`config.mk`:
```
export PLATFORM = sky130hd
export DESIGN_NAME = tocc_unit
export DESIGN_NICKNAME = d
export VERILOG_FILES = /design/src/rtl/tocc_pkg.sv /design/src/rtl/tocc_cmp_if.sv /design/src/rtl/tocc_time_cmp.sv /design/src/rtl/tocc_unit.sv
export VERILOG_INCLUDE_DIRS = /design/src /design/src/rtl
export SDC_FILE = /design/constraint.sdc
export NUM_CORES = 1
export LEC_CHECK = 0
export ABC_AREA = 1
export BUFFER_PORTS_ARGS = -buffer_cell sky130_fd_sc_hd__buf_4
export CAP_MARGIN = 15
export CORE_MARGIN = 2
export CORE_UTILIZATION = 45
export CTS_CLUSTER_SIZE = 16
export DETAILED_ROUTE_END_ITERATION = 8
export HOLD_SLACK_MARGIN = 0.1
export MAX_ROUTING_LAYER = met4
export PLACE_DENSITY_LB_ADDON = 0.2
export SYNTH_ARGS = -nofsm -noshare
export SYNTH_HDL_FRONTEND = slang
export SYNTH_SLANG_ARGS = --single-unit
```
`constraint.sdc`:
```
create_clock -name sys_clk -period 2.5 [get_ports sys_clk]
set_clock_uncertainty 0.1 [all_clocks]
set_input_delay 0.25 -clock sys_clk [delete_from_list [all_inputs] [get_ports sys_clk]]
set_output_delay 0.25 -clock sys_clk [all_outputs]
set_load 0.1 [all_outputs]
```
`src/rtl/tocc_regs.svh`:
```
// register offsets, field positions and reset values of the trigger unit control slice
// assumes byte addressing on the 16-bit host register port
`ifndef TOCC_REGS_SVH
`define TOCC_REGS_SVH

`define TOCC_ADDR_W 12
`define TOCC_OFF_TGT_SEC_HI 12'h0226
`define TOCC_OFF_CTL_ONE 12'h0228
`define TOCC_TGT_SEC_HI_RST 16'h0000
`define TOCC_CTL_ONE_RST 16'h3C00
`define TOCC_BIT_CASCADE 15
`define TOCC_BIT_TAIL 14
`define TOCC_UPSEL_HI 13
`define TOCC_UPSEL_LO 10
`define TOCC_BIT_NOW 9
`define TOCC_BIT_NOTIFY 8
`define TOCC_CTL_LOW_MASK 16'hFF00
`define TOCC_UNITS 12
`define TOCC_UPSEL_LAST 4'h0B
`define TOCC_ITER_RST 16'h0000
`define TOCC_ITER_ONE 16'h0001

`endif

```
`src/rtl/tocc_pkg.sv`:
```
// types shared by the trigger unit control slice
// assumes tocc_regs.svh is on the include path
package tocc_pkg;
    typedef enum logic [2:0] {
        TOCC_IDLE = 3'b001,
        TOCC_ARM = 3'b010,
        TOCC_WAIT = 3'b100
    } tocc_state_e;
endpackage : tocc_pkg

```
`src/rtl/tocc_cmp_if.sv`:
```
// carries target time and system time to the compare module and its verdicts back
// assumes both ends run on sys_clk
interface tocc_cmp_if;
    logic [31:0] target_sec;
    logic [29:0] target_ns;
    logic [31:0] time_sec;
    logic [29:0] time_ns;
    logic reached;
    logic late;
    modport ctl (output target_sec, output target_ns, output time_sec, output time_ns, input reached, input late);
    modport cmp (input target_sec, input target_ns, input time_sec, input time_ns, output reached, output late);
endinterface : tocc_cmp_if

```
`src/rtl/tocc_time_cmp.sv`:
```
// compares the combined seconds and nanoseconds target against the system time
// assumes all inputs are synchronous to the caller's clock; purely combinational
module tocc_time_cmp (
    tocc_cmp_if.cmp cmp
);
    function automatic logic tocc_less(input logic [31:0] a_sec, input logic [29:0] a_ns,
                                       input logic [31:0] b_sec, input logic [29:0] b_ns);
        tocc_less = {a_sec, a_ns} < {b_sec, b_ns};
    endfunction : tocc_less

    // reached once system time is at or past the target, never before
    assign cmp.reached = !tocc_less(cmp.time_sec, cmp.time_ns, cmp.target_sec, cmp.target_ns); // see RULE11
    assign cmp.late = tocc_less(cmp.target_sec, cmp.target_ns, cmp.time_sec, cmp.time_ns);
endmodule : tocc_time_cmp

```
`src/rtl/tocc_unit.sv`:
```
// control slice of one time-triggered output unit: target seconds upper word,
// cascade control, immediate trigger and done/fault reporting
// assumes system time, peer status and host strobes are all on sys_clk
`include "tocc_regs.svh"

// What this block does
// RULE1 - hold target seconds bits 31:16 in a read/write word resetting to zero
// RULE2 - bit 15 set puts this unit into a cascade chain
// RULE3 - bit 14 set marks this unit as the chain's last link
// RULE4 - all units cascaded with no tail: ignore iteration count, repeat forever
// RULE5 - software stops an endless cascade via the per-unit soft reset bits
// RULE6 - bits 13:10, default 0xF, pick the upstream unit; codes above 0xB unused
// RULE7 - bit 9 set fires at once when target already passed, else waits; here a passed target with bit 9 clear ends in a fault and idle, not a wait
// RULE8 - bit 8 enables done and fault reporting and the interrupt request
// RULE9 - enable clears itself after firing; only the chain head is software enabled
// RULE10 - soft reset returns the unit to idle and default settings
// RULE11 - fire when system time reaches target time, never earlier
// RULE12 - in a cascade start only after the selected upstream unit completes
module tocc_unit (
    // clock and reset
    input wire logic sys_clk,
    input wire logic rst_b,
    // host register port
    input wire logic [`TOCC_ADDR_W-1:0] reg_addr,
    input wire logic [1:0] reg_be,
    input wire logic reg_wr,
    input wire logic reg_rd,
    input wire logic [15:0] reg_wdata,
    output logic [15:0] reg_rdata,
    // fields held by neighbouring registers
    input wire logic unit_enable,
    input wire logic unit_soft_reset,
    input wire logic [15:0] target_seconds_low,
    input wire logic [29:0] target_ns,
    input wire logic [15:0] iteration_limit,
    input wire logic fire_interrupt_enable,
    input wire logic flag_clear,
    // system precision time
    input wire logic [31:0] sys_time_sec,
    input wire logic [29:0] sys_time_ns,
    // cascade peers, bit n is unit n+1
    input wire logic [`TOCC_UNITS-1:0] peer_done,
    input wire logic [`TOCC_UNITS-1:0] peer_cascade,
    input wire logic [`TOCC_UNITS-1:0] peer_tail,
    // unit outputs
    output logic cascade_member,
    output logic tail_member,
    output logic fire_pulse,
    output logic chain_done,
    output logic enable_clear,
    output logic fire_complete_flag,
    output logic fire_fault_flag,
    output logic irq_req
);
    typedef struct packed {
        tocc_pkg::tocc_state_e state;
        logic [15:0] target_seconds_upper_word;
        logic [15:0] unit_control_word_one;
        logic [15:0] iter_cnt;
        logic fire;
        logic done_out;
        logic en_clr;
        logic done_flag;
        logic fault_flag;
        logic [15:0] rdata;
    } tocc_state_s;

    tocc_state_s st_reg;
    tocc_state_s st_next;

    tocc_cmp_if cmp_bus ();

    tocc_time_cmp u_cmp (
        .cmp(cmp_bus.cmp)
    );

    function automatic logic [15:0] tocc_merge(input logic [15:0] old_v, input logic [15:0] new_v,
                                               input logic [1:0] be);
        logic [15:0] merged;
        merged = old_v;
        if (be[1]) begin
            merged[15:8] = new_v[15:8];
        end
        if (be[0]) begin
            merged[7:0] = new_v[7:0];
        end
        tocc_merge = merged;
    endfunction : tocc_merge

    logic cascade_on;
    logic tail_on;
    logic [3:0] up_sel;
    logic up_done;
    logic endless;
    logic start;
    logic last_iter;
    logic late_fault;
    logic any_flag;

    assign cmp_bus.target_sec = {st_reg.target_seconds_upper_word, target_seconds_low};
    assign cmp_bus.target_ns = target_ns;
    assign cmp_bus.time_sec = sys_time_sec;
    assign cmp_bus.time_ns = sys_time_ns;

    assign cascade_on = st_reg.unit_control_word_one[`TOCC_BIT_CASCADE]; // see RULE2
    assign tail_on = st_reg.unit_control_word_one[`TOCC_BIT_TAIL]; // see RULE3
    assign up_sel = st_reg.unit_control_word_one[`TOCC_UPSEL_HI:`TOCC_UPSEL_LO];
    // unused select codes never see an upstream completion
    assign up_done = (up_sel <= `TOCC_UPSEL_LAST) && peer_done[up_sel]; // see RULE6
    assign endless = (&peer_cascade) && !(|peer_tail); // see RULE4
    // head starts from software enable, followers from their upstream unit
    assign start = unit_enable || (cascade_on && up_done); // see RULE9, RULE12
    assign last_iter = tail_on && !endless && (st_reg.iter_cnt >= iteration_limit);
    // a passed target without the immediate bit is reported, not fired
    assign late_fault = cmp_bus.late && !st_reg.unit_control_word_one[`TOCC_BIT_NOW]; // see RULE7

    always_comb begin
        st_next = st_reg;
        st_next.fire = 1'b0;
        st_next.done_out = 1'b0;
        st_next.en_clr = 1'b0;
        st_next.rdata = 16'h0000;
        if (reg_rd) begin
            unique case (reg_addr)
                `TOCC_OFF_TGT_SEC_HI: st_next.rdata = st_reg.target_seconds_upper_word;
                `TOCC_OFF_CTL_ONE: st_next.rdata = st_reg.unit_control_word_one;
                default: st_next.rdata = 16'h0000;
            endcase
        end
        if (reg_wr && reg_addr == `TOCC_OFF_TGT_SEC_HI) begin
            st_next.target_seconds_upper_word = tocc_merge(st_reg.target_seconds_upper_word, reg_wdata, reg_be); // see RULE1
        end
        if (reg_wr && reg_addr == `TOCC_OFF_CTL_ONE) begin
            st_next.unit_control_word_one = tocc_merge(st_reg.unit_control_word_one, reg_wdata, reg_be)
                                            & `TOCC_CTL_LOW_MASK;
        end
        // a flag set in this cycle wins over a clear in the same cycle
        if (flag_clear) begin
            st_next.done_flag = 1'b0;
            st_next.fault_flag = 1'b0;
        end
        unique case (st_reg.state)
            tocc_pkg::TOCC_IDLE: begin
                if (start) begin
                    st_next.state = tocc_pkg::TOCC_ARM;
                end
            end
            tocc_pkg::TOCC_ARM: begin
                // first look at the target decides between late handling and waiting
                if (late_fault) begin
                    st_next.state = tocc_pkg::TOCC_IDLE;
                    st_next.en_clr = 1'b1;
                    st_next.fault_flag = st_reg.unit_control_word_one[`TOCC_BIT_NOTIFY] || st_next.fault_flag; // see RULE8
                end else if (cmp_bus.reached) begin
                    st_next.state = tocc_pkg::TOCC_WAIT;
                end else begin
                    st_next.state = tocc_pkg::TOCC_WAIT;
                end
            end
            tocc_pkg::TOCC_WAIT: begin
                if (cmp_bus.reached) begin // see RULE7, RULE11
                    st_next.state = tocc_pkg::TOCC_IDLE;
                    st_next.fire = 1'b1;
                    st_next.en_clr = 1'b1; // see RULE9
                    st_next.done_flag = st_reg.unit_control_word_one[`TOCC_BIT_NOTIFY] || st_next.done_flag; // see RULE8
                    if (tail_on) begin
                        if (last_iter) begin
                            st_next.iter_cnt = `TOCC_ITER_RST;
                        end else begin
                            st_next.iter_cnt = st_reg.iter_cnt + `TOCC_ITER_ONE;
                        end
                    end
                    // a tail on its final pass stops the loop; an endless chain never does
                    st_next.done_out = !last_iter; // see RULE4
                end
            end
            default: st_next.state = tocc_pkg::TOCC_IDLE;
        endcase
        if (unit_soft_reset) begin // see RULE5, RULE10
            st_next.state = tocc_pkg::TOCC_IDLE;
            st_next.target_seconds_upper_word = `TOCC_TGT_SEC_HI_RST;
            st_next.unit_control_word_one = `TOCC_CTL_ONE_RST;
            st_next.iter_cnt = `TOCC_ITER_RST;
            st_next.fire = 1'b0;
            st_next.done_out = 1'b0;
            st_next.done_flag = 1'b0;
            st_next.fault_flag = 1'b0;
        end
    end

    always_ff @(posedge sys_clk) begin
        if (!rst_b) begin
            st_reg.state <= tocc_pkg::TOCC_IDLE;
            st_reg.target_seconds_upper_word <= `TOCC_TGT_SEC_HI_RST; // see RULE1
            st_reg.unit_control_word_one <= `TOCC_CTL_ONE_RST; // see RULE6
            st_reg.iter_cnt <= `TOCC_ITER_RST;
            st_reg.fire <= 1'b0;
            st_reg.done_out <= 1'b0;
            st_reg.en_clr <= 1'b0;
            st_reg.done_flag <= 1'b0;
            st_reg.fault_flag <= 1'b0;
            st_reg.rdata <= 16'h0000;
        end else begin
            st_reg <= st_next;
        end
    end

    assign reg_rdata = st_reg.rdata;
    assign cascade_member = cascade_on;
    assign tail_member = tail_on;
    assign fire_pulse = st_reg.fire;
    assign chain_done = st_reg.done_out;
    assign enable_clear = st_reg.en_clr;
    assign fire_complete_flag = st_reg.done_flag;
    assign fire_fault_flag = st_reg.fault_flag;
    assign any_flag = st_reg.done_flag || st_reg.fault_flag;
    assign irq_req = fire_interrupt_enable && any_flag; // see RULE8
endmodule : tocc_unit

```
* Word level (Yosys, flattened, before mapping) *
Index checks and enable logic that the tools add are counted.

storage, ports and cells
  bits in registers = 64
  input port bits = 198

operators by class
  bitwise operators = 3
  multiplexer cells = 15
  reductions and logical operators = 28
  equality and inequality tests = 7
  add/sub/neg operators = 1
  order comparisons = 5

operator list
  operator                                               count
  < comparator 62 bit                                    2
  case mux 16 bit (2 select lines)                       1
  equality test 12 x 10 -> 1 bit, second input constant  2
  adder 16 x 1 -> 16 bit, second input constant          1
  >= comparator 16 bit                                   1
  two-way mux 16 bit                                     1
  AND reduction 12 bit                                   1
  OR reduction 12 bit                                    1
  AND reduction 2 bit                                    5
  logical AND 1 bit                                      9
  two-way mux 3 bit                                      3
  case mux 3 bit (3 select lines)                        1
  < comparator 4 x 5 -> 1 bit, second input constant     1
  two-way mux 1 bit                                      5
  binary-select mux 1 bit (select 4 bit)                 1
  <= comparator 4 bit, second input constant             1
  zero test 1 bit                                        4
  logical OR 1 bit                                       4
  two-way mux 4 bit                                      1
  != test 2 bit, second input constant                   2
  OR reduction 4 bit                                     1
  equality test 3 x 1 -> 1 bit, second input constant    1
  equality test 3 x 2 -> 1 bit, second input constant    1
  equality test 3 bit, second input constant             1
  6 further kinds                                        8

* Logic depth before layout (Yosys ltp) *
Gate-level depths: netlist (run 1).

  word-level depth = 9
  mapped depth = 19
  depth with buffers taken out = 18

* Cells and area by module *
Synthesis (run 1) repeated with hierarchy kept, for this count alone.

second synthesis, totals
  cells, all modules = 797
  area total of the unflattened synthesis = 5325.1 µm²

modules (own cells, without submodules)
  module         instances  area each (µm²)  seq. area each (µm²)  cells each
  tocc_unit      1          3529.6           1281.2                498
  tocc_time_cmp  1          1795.5           0.0                   299

* Worst setup path before layout (run 1) *
No wires, ideal clock.

  kind = reg-to-output
  start = register st_reg (netlist bit fire_complete_flag)
  end = output irq_req
  buffers on the path = 0
  stages on the path, launching flop included = 2
  data arrival time = 1.805 ns
  required time = 2.150 ns
  setup slack = 0.345 ns
  cell sequence = dfxtp_1 > o21a_1

between the ends
  longest elaborated chain between the ends = 2

RTL lines
  element                 line              RTL
  from (decl)             tocc_unit.sv:68   tocc_state_s st_reg;
  from (signal assigned)  tocc_unit.sv:204  st_reg <= st_next;
  logical OR 1 bit        tocc_unit.sv:216  assign any_flag = st_reg.done_flag || st_reg.fault_flag;
  logical AND 1 bit       tocc_unit.sv:217  assign irq_req = fire_interrupt_enable && any_flag;
  to (decl)               tocc_unit.sv:53   output logic irq_req

No other way between the ends.

* Worst setup path after layout (run 1) *
  start = register st_reg (netlist bit cmp_bus.target_sec[31])
  end = register st_reg[36] (netlist bit)

between the ends
  longest elaborated chain between the ends = 3

RTL lines
  element                        line                RTL
  < comparator 62 bit            tocc_time_cmp.sv:8  tocc_less = {a_sec, a_ns} < {b_sec, b_ns};
  NOT 1 bit (no line)            --
  AND reduction 3 bit (no line)  --

No other way between the ends.
A chain may end at the register's enable or synchronous reset.

==> results by group, run 1 <==
Status
  – Result of the run: complete, no violations

Cells and area
  – Max reg flops: 25
  – Final cell count without fillers: between 1000 and 1500
  – Final nets: 1307
  – Post-synthesis to final-layout area growth: 42.36%
  – Sequential Area: 1281 um^2
  – Combined area of the multi-input logic cells: 3182 um^2
  – Proportion of layout cells with a drive suffix above 1: 25.80%
  – Count of inserted antenna diode cells: 0
  – Fill cell instance count of the final layout: a little over 1000

Worst setup path
  – Worst reg2reg startpoint: cmp_bus.target_sec[31]
  – Number of stages on the worst setup path: 13
  – Kind of end point of the critical path: flop
  – CP startpoint: cmp_bus.target_sec[31]
  – Worst Path Required: ~2.6 ns
  – Kind of cell adding the most delay to the critical path: simple AND/OR/NAND/NOR gates
  – Worst setup slack for register-to-register paths: 0.26 ns
  – CP Cell Sequence: ha_1 > nand4_1 > nor2_1 > nand3_1 > nor2_1 > nand2_1 > nand2_1 > nand2_1 > nand3_2 > buf_12 > nand2_1 > nand2_1 > nor2_1
  – Max stage delay cell, worst path: dfxtp_1
  – Capturing point of the worst reg2reg path: st_reg[36]
  – Startpoint-to-endpoint class of the critical path: flop to flop
  – Worst reg-to-reg path cell count: 13
  – Count of buffer and inverter cells on the critical path: 1
  – Type of element launching the critical path: flop
  – Critical Path Fanout Max: 22
  – Delay of the slowest cell on the worst path: approximately 0.33 ns
  – Crit-path most repeated cell: nand2_1
  – WP data arrival: between 2 and 2.5 ns
  – Critical Path Sink: st_reg[36]

Pwr
  – Switching share of power: around 23%
  – PwrDens: 401.0 nW/um^2
  – Clock power share: 48.8%
  – Worst VDD drop: 0.3297 mV
  – Switching power total: ~0.69 mW
  – Part of the total power dissipated in combinational logic: between 10% and 20%
  – Static leakage power: 4.146 nW
  – Internal power: 2.346 mW
  – Share of total power in sequential cells: 33.7%

Placed design
  – Count of buffers inserted at the top-level ports: 221
  – DP Wirelength: 11.14 mm
  – Total instance count after detailed placement: 1145
  – Weighted congestion reported at the end of routability-driven placement: 0.8705
  – Post-Place Worst Slack: around 0.23 ns

Global route
  – Total global routing overflow: 0
  – Antenna violations before repair: 0
  – Via count of the first global-routing pass: 5313
  – Global-route wire length before repair: 23.49 mm
  – Overall fraction of global-route tracks in use: roughly 23%
  – Pin count of the biggest net entering global routing: 27

Yosys
  – Cells taking the most area after synthesis: dfxtp_1, ha_1, inv_1
  – Area share of fa/ha/maj cells after synthesis: a little under a fifth
  – Average instance area after synthesis: ~6.6 um^2
  – Primary FF master, synth: dfxtp_1
  – Register area share after synthesis: 24.07%
  – Distinct cell type count of the synthesized netlist: 34
  – Largest family of logic cells by synthesized area: simple AND/OR/NAND/NOR gates
  – Proportion of register bits with asynchronous set or reset after synthesis: 0%
  – Number of synthesized flops with an enable pin: 0
  – Area fraction of the dominant cell type after synthesis: 24.07%
  – Share of the synthesized netlist area taken by xor and xnor gates: 0.6582%
  – Simple-gate share of the synthesized area: 28.02%
  – Yosys warns: 0
  – Mapped Nets: roughly 1100
  – Cells after Synth: 801
  – Share of the synthesized area in compound gates (AO/OA/AOI/OAI): 12.48%
  – Multiplexer share of the synthesized area: 0%
  – Count of state elements after synthesis: 64
  – Netlist area before placement: roughly 5300 um^2
  – Cell type with the highest aggregate area in the netlist: dfxtp_1

Clock tree
  – Total of cells resized after clock tree synthesis: 0
  – Clock root cell: clkbuf_16
  – Worst-skew pair later-pin latency: 0.33 ns
  – H-tree lvl count: 3
  – Number of buffers inserted to repair setup after CTS: 0
  – Number of buffers on the longest clock path: 2
  – Number of sinks driven by the clock tree: 64
  – Clock tree from TritonCTS: done
  – Clock slew at reported path FFs: roughly 0.060 ns
  – Number of CTS-inserted buffers: 9

STA
  – Minimum clock period: 2.239 ns
  – Count of pins over their slew limit: 0
  – Unrepaired setup endpoints after global routing: false
  – Minimum setup slack in the final design: 0.2613 ns
  – Least-Margin Pin Slew: between 0.6 and 0.7 ns
  – Total setup violations reported at the end of the flow: 0
  – Period utilization: 89.55%
  – Worst slew margin relative to its limit: 58.70%
  – Total negative slack for setup checks: 0 ns
  – Achievable Freq: between 0.4 and 0.5 GHz
  – Final hold vios: 0
  – Final worst hold slack: 0.1118 ns

Die
  – I/O pin cnt: 222
  – Core region area: 11470 um^2
  – Starting utilization of the core area: 46.42%
  – Vertical die dimension: 112.8 um
  – Cell Rows: 39
  – Overall die width: about 110 um
  – Overall die area: 12710 um^2

Detailed routing
  – Post-detailed-route via-to-cell ratio: 4.814
  – Total wire length after detailed routing: 13.96 mm
  – Number of detailed-route iterations in the first pass: 4
  – Average wire per cell in the routed design: 11.85 um
  – DR iter-0 viols: between 200 and 250
  – Routed Antenna Nets: 0
  – Detailed-route DRC error count: 0
  – Total vias in the final route: approximately 5700

Flow run
  – Number of violations of the max-capacitance limit: 0

Worst hold path
  – Worst hold start: rst_b
  – Path class of the lowest-slack min-delay path: primary input to flop
==> synth_stat cells, types with 2 or more instances <==
library cell / instances
o21ai_2: 4
xor2_1: 4
clkbuf_1: 9
o211ai_1: 4
or2_2: 2
a21oi_2: 4
inv_1: 175
nand3_1: 28
buf_2: 2
o22ai_1: 10
o21ai_0: 31
buf_6: 3
a21o_1: 4
a21oi_1: 59
dfxtp_1: 64
nor3b_4: 2
nand4_1: 27
nand2_1: 167
ha_1: 79
buf_4: 17
nor3_1: 14
nor2_1: 70
nor3b_1: 9
o21a_1: 2
nor3_2: 2
==> per-layer routing <==
layer  up-vias  wire (um)  GRT usage, %
met5         -          0             -
met4         0        328         6.585
met3        23        745         5.196
met2       149       6885         38.44
met1      2501       6004         27.63
li1       2998          -             -
==> power groups by stage <==
stage          Clock (mW)  Sequential, mW  Combinational (mW)
6_report             1.48            1.02               0.532
5_1_grt              1.56            1.02               0.608
3_3_place_gp            0            1.05               0.504
4_1_cts              1.51            1.02               0.536
3_5_place_dp            0            1.05               0.511
2_1_floorplan           0            1.05               0.222
==> kinds of logic after synthesis <==
family,after synthesis
flip-flops,64
adder cells (fa/ha/maj),79
AO/OA/AOI/OAI,119
XOR/XNOR,4
AND/OR/NAND/NOR,329
buffers and inverters,206
==> cells in the final DEF (no fill, tap or decap), types with 14 or more instances in the layout <==
master and count:
nor2_1 69, buf_4 231, nand2_1 167, dlygate4sd3_1 17, inv_1 175, nand3_1 28, nand4_1 27, a21oi_1 59
dfxtp_1 64, nor3_1 14, ha_1 79, o21ai_0 31
==> layout make-up <==
cell class / count / area share [%]
Multi-Input combinational cell: 531 / 41.99
Clock inverter: 6 / 1.519
Inverter: 175 / 8.669
Timing Repair Buffer: 249 / 25.40
Sequential cell: 64 / 16.91
Clock buffer: 10 / 3.154
Tap cell: 143 / 2.361
==> worst reg2reg max path, stage by stage (launching register included) <==
cell,delay [ns]
dfxtp_1,0.33
ha_1,0.31
nand4_1,0.14
nor2_1,0.22
nand3_1,0.17
nor2_1,0.13
nand2_1,0.09
nand2_1,0.11
nand2_1,0.10
nand3_2,0.09
buf_12,0.16
nand2_1,0.07
nand2_1,0.05
nor2_1,0.05
==> how the worst min path moves through the flow <==
stage                        endpoint  slack [ns]  depth (start not counted)
2_1_floorplan  cmp_bus.target_sec[16]        0.28                          2
3_3_place_gp       fire_complete_flag        0.38                          2
3_5_place_dp               st_reg[50]        0.38                          3
4_1_cts                  enable_clear        0.10                          3
5_1_grt                  enable_clear        0.13                          3
6_report                 enable_clear        0.11                          3
==> through the flow <==
| stage | area (um^2) | power, mW | utilization [%] |
|---|---|---|---|
| 6_report | 7577 | 3.038 | 66.08 |
| 5_1_grt | 7577 | 3.192 | 66.08 |
| 4_1_cts | 7577 | 3.068 | 66.08 |
| 3_5_place_dp | 7053 | 1.557 | 61.51 |
| 3_3_place_gp | 7053 | 1.549 | 61.51 |
| 2_1_floorplan | 5323 | 1.269 | - |
==> repair_timing <==
action                     4_1_cts  5_1_grt
hold endpoints to repair        25        0
hold buffers                    17        0
setup endpoints to repair        0        0
Power figures use the tool's default switching activity.
==> run 2: changes to the inputs <==
--- a/config.mk
+++ b/config.mk
@@ -16,6 +16,7 @@
 export HOLD_SLACK_MARGIN = 0.1
 export MAX_ROUTING_LAYER = met4
 export PLACE_DENSITY_LB_ADDON = 0.2
+export RECOVER_POWER = 100
 export SYNTH_ARGS = -nofsm -noshare
 export SYNTH_HDL_FRONTEND = slang
 export SYNTH_SLANG_ARGS = --single-unit
==> run 2 against run 1 <==
Effect of this change: non-clock buffer count is the same; combinational power shrank 0.8%; largest power group unchanged; final cell count is the same; highest routed layer unchanged.
==> results by group, run 2 (synthesized netlist as in run 1, its figures left out) <==
Worst setup path
  – CP startpoint: cmp_bus.target_sec[31]
  – CP Cell Sequence: ha_1 > nand4_1 > nor2_1 > nand3_1 > nor2_1 > nand2_1 > nand2_1 > nand2_1 > nand3_1 > buf_6 > nand2_1 > nand2_1 > nor2_1
  – Crit-path most repeated cell: nand2_1
  – Kind of cell adding the most delay to the critical path: simple AND/OR/NAND/NOR gates
  – Critical Path Fanout Max: 22 (unchanged)
  – WP data arrival: 2.41 ns (+0.05 ns)
  – Startpoint-to-endpoint class of the critical path: flop to flop
  – Worst reg2reg startpoint: cmp_bus.target_sec[31]
  – Worst setup slack for register-to-register paths: 0.22 ns (-0.04 ns)
  – Kind of end point of the critical path: flop
  – Type of element launching the critical path: flop
  – Max stage delay cell, worst path: dfxtp_1
  – Number of stages on the worst setup path: 13 (unchanged)
  – Worst reg-to-reg path cell count: 13 (unchanged)
  – Delay of the slowest cell on the worst path: 0.33 ns (about the same)
  – Worst Path Required: 2.62 ns (about the same)
  – Count of buffer and inverter cells on the critical path: 1 (unchanged)

Clock tree
  – H-tree lvl count: 3 (unchanged)
  – Clock slew at reported path FFs: 0.06 ns (about the same)
  – Worst-skew pair later-pin latency: 0.33 ns (about the same)
  – Number of CTS-inserted buffers: 9 (unchanged)
  – Clock root cell: clkbuf_16
  – Number of sinks driven by the clock tree: 64 (unchanged)
  – Number of buffers on the longest clock path: 2 (unchanged)
  – Clock tree from TritonCTS: done
  – Number of buffers inserted to repair setup after CTS: 0 (unchanged)

Global route
  – Total global routing overflow: 0 (unchanged)
  – Overall fraction of global-route tracks in use: 22.90% (unchanged)
  – Pin count of the biggest net entering global routing: 27 (unchanged)
  – Antenna violations before repair: 0 (unchanged)
  – Global-route wire length before repair: 23.49 mm (unchanged)
  – Via count of the first global-routing pass: 5313 (unchanged)

Cells and area
  – Post-synthesis to final-layout area growth: 39.75%
  – Final cell count without fillers: 1178 (unchanged)
  – Count of inserted antenna diode cells: 0 (unchanged)
  – Max reg flops: 25 (unchanged)
  – Final nets: 1307 (unchanged)
  – Most common cell after layout, fill and taps aside: buf_4
  – Proportion of layout cells with a drive suffix above 1: 23.09% (-2.7 points)
  – Commonest cells after routing, fill and taps aside: buf_4, inv_1, nand2_1, ha_1, nor2_1

STA
  – Final hold vios: 0 (unchanged)
  – Count of pins over their slew limit: 0 (unchanged)
  – Least-Margin Pin Slew: 1.233 ns (+0.6155 ns)
  – Minimum clock period: 2.282 ns (+0.04342 ns)
  – Unrepaired setup endpoints after global routing: false
  – Period utilization: 91.28% (+1.7 points)
  – Total negative slack for setup checks: 0 ns (unchanged)
  – Total setup violations reported at the end of the flow: 0 (unchanged)
  – Worst slew margin relative to its limit: 18.12% (-41 points)
  – Achievable Freq: 0.4382 GHz (-1.9%)

Die
  – Cell Rows: 39 (unchanged)
  – Overall die area: 12710 um^2 (unchanged)
  – Vertical die dimension: 112.8 um (unchanged)
  – Starting utilization of the core area: 46.42% (unchanged)
  – Core region area: 11470 um^2 (unchanged)
  – Overall die width: 112.8 um (unchanged)
  – I/O pin cnt: 222 (unchanged)

Pwr
  – Switching share of power: 22.84% (+0.045 points)
  – Share of total power in sequential cells: 33.7% (about the same)
  – Part of the total power dissipated in combinational logic: 17.4% (about the same)
  – Worst VDD drop: 0.3281 mV (-0.47%)
  – Switching power total: 0.6941 mW (+0.22%)
  – Clock power share: 48.9% (about the same)
  – PwrDens: 408.5 nW/um^2 (+1.9%)
  – Internal power: 2.345 mW (about the same)
  – Static leakage power: 4.026 nW (-2.9%)

Detailed routing
  – Average wire per cell in the routed design: 11.86 um (about the same)
  – Number of detailed-route iterations in the first pass: 6 (+2)
  – DR iter-0 viols: 205 (-9.3%)
  – Detailed-route DRC error count: 0 (unchanged)
  – Total vias in the final route: 5679 (+0.14%)
  – Total wire length after detailed routing: 13.97 mm (about the same)
  – Routed Antenna Nets: 0 (unchanged)
  – Post-detailed-route via-to-cell ratio: 4.821 (+0.14%)

Placed design
  – DP Wirelength: 11.14 mm (unchanged)
  – Weighted congestion reported at the end of routability-driven placement: 0.8705 (unchanged)
  – Total instance count after detailed placement: 1145 (unchanged)
  – Count of buffers inserted at the top-level ports: 221 (unchanged)

Worst hold path
  – Path class of the lowest-slack min-delay path: primary input to flop
  – Worst hold start: rst_b
  – Hold-critical path depth: 3 (unchanged)

Status
  – Result of the run: complete, no violations

Flow run
  – Number of violations of the max-capacitance limit: 0 (unchanged)
-- run 2: power by group through the flow --
stage	Combinational, mW	Clock (mW)	Sequential, mW
floorplan	0.222	0	1.05
global placement	0.504	0	1.05
detailed placement	0.511	0	1.05
CTS	0.536	1.51	1.02
global route	0.604	1.56	1.02
finish	0.528	1.49	1.02
-- run 2: cell type report --
cell class / count / area (um^2)
Clock inverter: 6 / 115.1
Fill cell: 1061 / 4029
Tap cell: 143 / 178.9
Timing Repair Buffer: 249 / 1822
Sequential cell: 64 / 1281
Clock buffer: 10 / 239.0
Multi-Input combinational cell: 531 / 3146
Inverter: 175 / 656.9
-- run 2: final timing paths --
kind | endpoint
worst min register to register | fire_complete_flag
worst min-delay path | enable_clear
worst max-delay path | st_reg[36]
worst max register to register | st_reg[36]
-- run 2: metrics by stage --
step / hold slack [ns] / cell area, um^2 / setup WS [ns] / util (%) / power [mW]
floorplan: 0.2780 / 5323 / 0.3452 / - / 1.269
global placement: 0.3759 / 7053 / 0.2773 / 61.51 / 1.549
detailed placement: 0.3796 / 7053 / 0.2292 / 61.51 / 1.557
CTS: 0.1038 / 7577 / 0.2473 / 66.08 / 3.068
global route: 0.1311 / 7438 / 0.02691 / 64.87 / 3.188
finish: 0.1123 / 7438 / 0.2179 / 64.87 / 3.039
-- run 2: per-layer routing --
| layer | up-vias | wire [um] | global-route usage (%) | share of wire [%] |
|---|---|---|---|---|
| li1 | 2998 | - | - | - |
| met1 | 2500 | 6013 | 27.63 | 43 |
| met2 | 156 | 6893 | 38.44 | 49 |
| met3 | 25 | 707 | 5.196 | 5.1 |
| met4 | 0 | 357 | 6.585 | 2.6 |
| met5 | - | 0 | - | 0 |
-- run 2: worst min-delay path: cells and delay by family --
kind                   cells  cell delay [ns]
buffers and inverters      2             0.15
AO/OA/AOI/OAI              1             0.10
-- run 2: timing repair --
| item | in CTS | in global routing |
|---|---|---|
| resized for setup | 0 | 0 |
| hold buffers | 17 | 0 |
| endpoints found under the hold margin | 25 | 0 |
==> run 3: changes to the inputs <==
--- a/config.mk
+++ b/config.mk
@@ -9,13 +9,13 @@
 export ABC_AREA = 1
 export BUFFER_PORTS_ARGS = -buffer_cell sky130_fd_sc_hd__buf_4
 export CAP_MARGIN = 15
-export CORE_MARGIN = 2
+export CORE_MARGIN = 4
 export CORE_UTILIZATION = 45
 export CTS_CLUSTER_SIZE = 16
 export DETAILED_ROUTE_END_ITERATION = 8
 export HOLD_SLACK_MARGIN = 0.1
 export MAX_ROUTING_LAYER = met4
-export PLACE_DENSITY_LB_ADDON = 0.2
+export PLACE_DENSITY = 0.76
 export RECOVER_POWER = 100
 export SYNTH_ARGS = -nofsm -noshare
 export SYNTH_HDL_FRONTEND = slang
==> run 3 against run 2 <==
Effect of this change: non-clock buffer count decreased by 1; combinational power rose by 2%; flip-flop and latch count unchanged; final cell count about the same; register-to-register slack improved by 0.08 ns; setup slack better by 0.084 ns; utilization fell by 0.55 points; clock power fell by 9%.
==> results by group, run 3 (synthesized netlist as in run 1, its figures left out) <==
Status
  – Result of the run: complete, no violations

Worst hold path
  – Path class of the lowest-slack min-delay path: primary input to flop

Die
  – I/O pin cnt: 222 (unchanged)
  – Overall die width: 116.8 um (+3.5%)
  – Cell Rows: 39 (unchanged)
  – Vertical die dimension: 116.8 um (+3.5%)
  – Starting utilization of the core area: 46.22% (-0.20 points)
  – Overall die area: 13630 um^2 (+7.2%)
  – Core region area: 11520 um^2 (+0.43%)

Global route
  – Global-route wire length before repair: 24.25 mm (+3.2%)
  – Antenna violations before repair: 0 (unchanged)
  – Overall fraction of global-route tracks in use: 22.70% (-0.20 points)
  – Total global routing overflow: 0 (unchanged)
  – Via count of the first global-routing pass: 5375 (+1.2%)
  – Pin count of the biggest net entering global routing: 23 (-15%)

Worst setup path
  – Delay of the slowest cell on the worst path: 0.33 ns (about the same)
  – Type of element launching the critical path: flop
  – Startpoint-to-endpoint class of the critical path: flop to flop
  – Kind of end point of the critical path: flop
  – Kind of cell adding the most delay to the critical path: simple AND/OR/NAND/NOR gates
  – Worst Path Required: 2.62 ns (about the same)
  – CP Cell Sequence: ha_1 > a21oi_1 > o21ai_0 > nor2_1 > nand2_1 > a21oi_1 > nand2_1 > nand2_1 > nand3_1 > buf_12 > a21oi_1 > nor2_1
  – WP data arrival: 2.32 ns (-0.09 ns)
  – Critical Path Fanout Max: 22 (unchanged)
  – Max stage delay cell, worst path: dfxtp_1
  – Count of buffer and inverter cells on the critical path: 1 (unchanged)

STA
  – Worst slew margin relative to its limit: 17.37% (-0.75 points)
  – Period utilization: 87.92% (-3.4 points)
  – Minimum clock period: 2.198 ns (-0.08400 ns)
  – Least-Margin Pin Slew: 1.245 ns (+0.01132 ns)
  – Achievable Freq: 0.4549 GHz (+3.8%)
  – Final hold vios: 0 (unchanged)
  – Unrepaired setup endpoints after global routing: false
  – Total negative slack for setup checks: 0 ns (unchanged)
  – Count of pins over their slew limit: 0 (unchanged)
  – Total setup violations reported at the end of the flow: 0 (unchanged)

Cells and area
  – Most common cell after layout, fill and taps aside: buf_4
  – Max reg flops: 25 (unchanged)
  – Sequential Area: 1281 um^2 (unchanged)
  – Fill cell instance count of the final layout: 1079 (+1.7%)
  – Count of inserted antenna diode cells: 0 (unchanged)
  – Proportion of layout cells with a drive suffix above 1: 22.92% (-0.17 points)
  – Post-synthesis to final-layout area growth: 39.16%
  – Commonest cells after routing, fill and taps aside: buf_4, inv_1, nand2_1, ha_1, nor2_1
  – Combined area of the multi-input logic cells: 3146 um^2 (unchanged)
  – Final nets: 1306 (-0.077%)

Detailed routing
  – Routed Antenna Nets: 0 (unchanged)
  – Average wire per cell in the routed design: 12.74 um (+7.4%)
  – DR iter-0 viols: 224 (+9.3%)
  – Total wire length after detailed routing: 15.00 mm (+7.4%)
  – Number of detailed-route iterations in the first pass: 4 (-2)
  – Post-detailed-route via-to-cell ratio: 4.801 (-0.41%)
  – Detailed-route DRC error count: 0 (unchanged)
  – Total vias in the final route: 5651 (-0.49%)

Pwr
  – Share of total power in sequential cells: 35.0% (+1.3 points)
  – Switching share of power: 24.10% (+1.3 points)
  – Internal power: 2.217 mW (-5.4%)
  – Static leakage power: 4.007 nW (-0.48%)
  – Part of the total power dissipated in combinational logic: 18.3% (+0.9 points)
  – Worst VDD drop: 0.3170 mV (-3.4%)
  – PwrDens: 394.4 nW/um^2 (-3.5%)
  – Power, Total: 2.921 mW (-3.9%)
  – Switching power total: 0.7040 mW (+1.4%)
  – Clock power share: 46.6% (-2.3 points)

Flow run
  – Number of violations of the max-capacitance limit: 0 (unchanged)

Clock tree
  – Number of sinks driven by the clock tree: 64 (unchanged)
  – Worst-skew pair later-pin latency: 0.33 ns (about the same)
  – Number of CTS-inserted buffers: 9 (unchanged)
  – Number of buffers on the longest clock path: 2 (unchanged)
  – Clock tree from TritonCTS: done
  – Clock slew at reported path FFs: 0.06 ns (about the same)
  – Clock root cell: clkbuf_16
  – H-tree lvl count: 3 (unchanged)
  – Total of cells resized after clock tree synthesis: 0 (unchanged)

Placed design
  – Count of buffers inserted at the top-level ports: 221 (unchanged)
  – Weighted congestion reported at the end of routability-driven placement: 0.9264 (+6.4%)
  – DP Wirelength: 12.02 mm (+7.9%)
## run 3: path summary, 6_finish.rpt
kind	to	startpoint	slack (ns)	cells after the start
setup / recovery	st_reg[34]	cmp_bus.target_sec[31]	0.30	12
hold / removal	cmp_bus.target_sec[23]	unit_soft_reset	0.14	4
setup reg to reg	st_reg[34]	cmp_bus.target_sec[31]	0.30	12
hold reg to reg	reg_rdata[3]	cmp_bus.target_sec[19]	0.40	1
## run 3: final cells by class
cell class              instances  share of cell area (%)
multi-input cells             531                   42.47
repair buffers                248                   24.61
flip-flops and latches         64                   17.30
inverters                     175                   8.868
clock buffers                  10                   3.091
well taps                     143                   2.416
clock inverters                 6                   1.250
## run 3: repair_timing
item | 4_1_cts | 5_1_grt
hold buffers | 17 | 0
endpoints found under the setup margin | 0 | 0
hold endpoints to repair | 23 | 0
setup buffers | 0 | 0
## run 3: layer usage
layer  up-vias  wire (um)  GRT usage, %
met5         -          0             -
li1       3010          -             -
met1      2447       6425         27.90
met3        19       1039         4.767
met4         0        228         5.275
met2       175       7306         38.23
## run 3: worst min-delay path, cell delays in order
cell	delay (ns)
buf_4	0.09
nor2_2	0.08
o21ai_2	0.07
a21oi_2	0.03
## run 3: metrics by stage
step	hold WS, ns	utilization [%]	area, um^2	cells	setup WS (ns)
final	0.1385	64.32	7407	1177	0.3019
after global routing	0.1428	64.32	7407	1177	0.03527
after CTS	0.1252	65.45	7537	1177	0.3171
after detailed placement	0.3862	61.18	7046	1144	0.2744
after global placement	0.3842	61.18	7046	1144	0.3239
after floorplan	0.2780	-	5323	801	0.3452
## run 3: power groups by stage
stage | clock network (mW) | registers [mW] | logic, mW
final | 1.36 | 1.02 | 0.536
after global routing | 1.42 | 1.02 | 0.607
after CTS | 1.37 | 1.02 | 0.542
after global placement | 0 | 1.05 | 0.509
after detailed placement | 0 | 1.05 | 0.516
after floorplan | 0 | 1.05 | 0.222
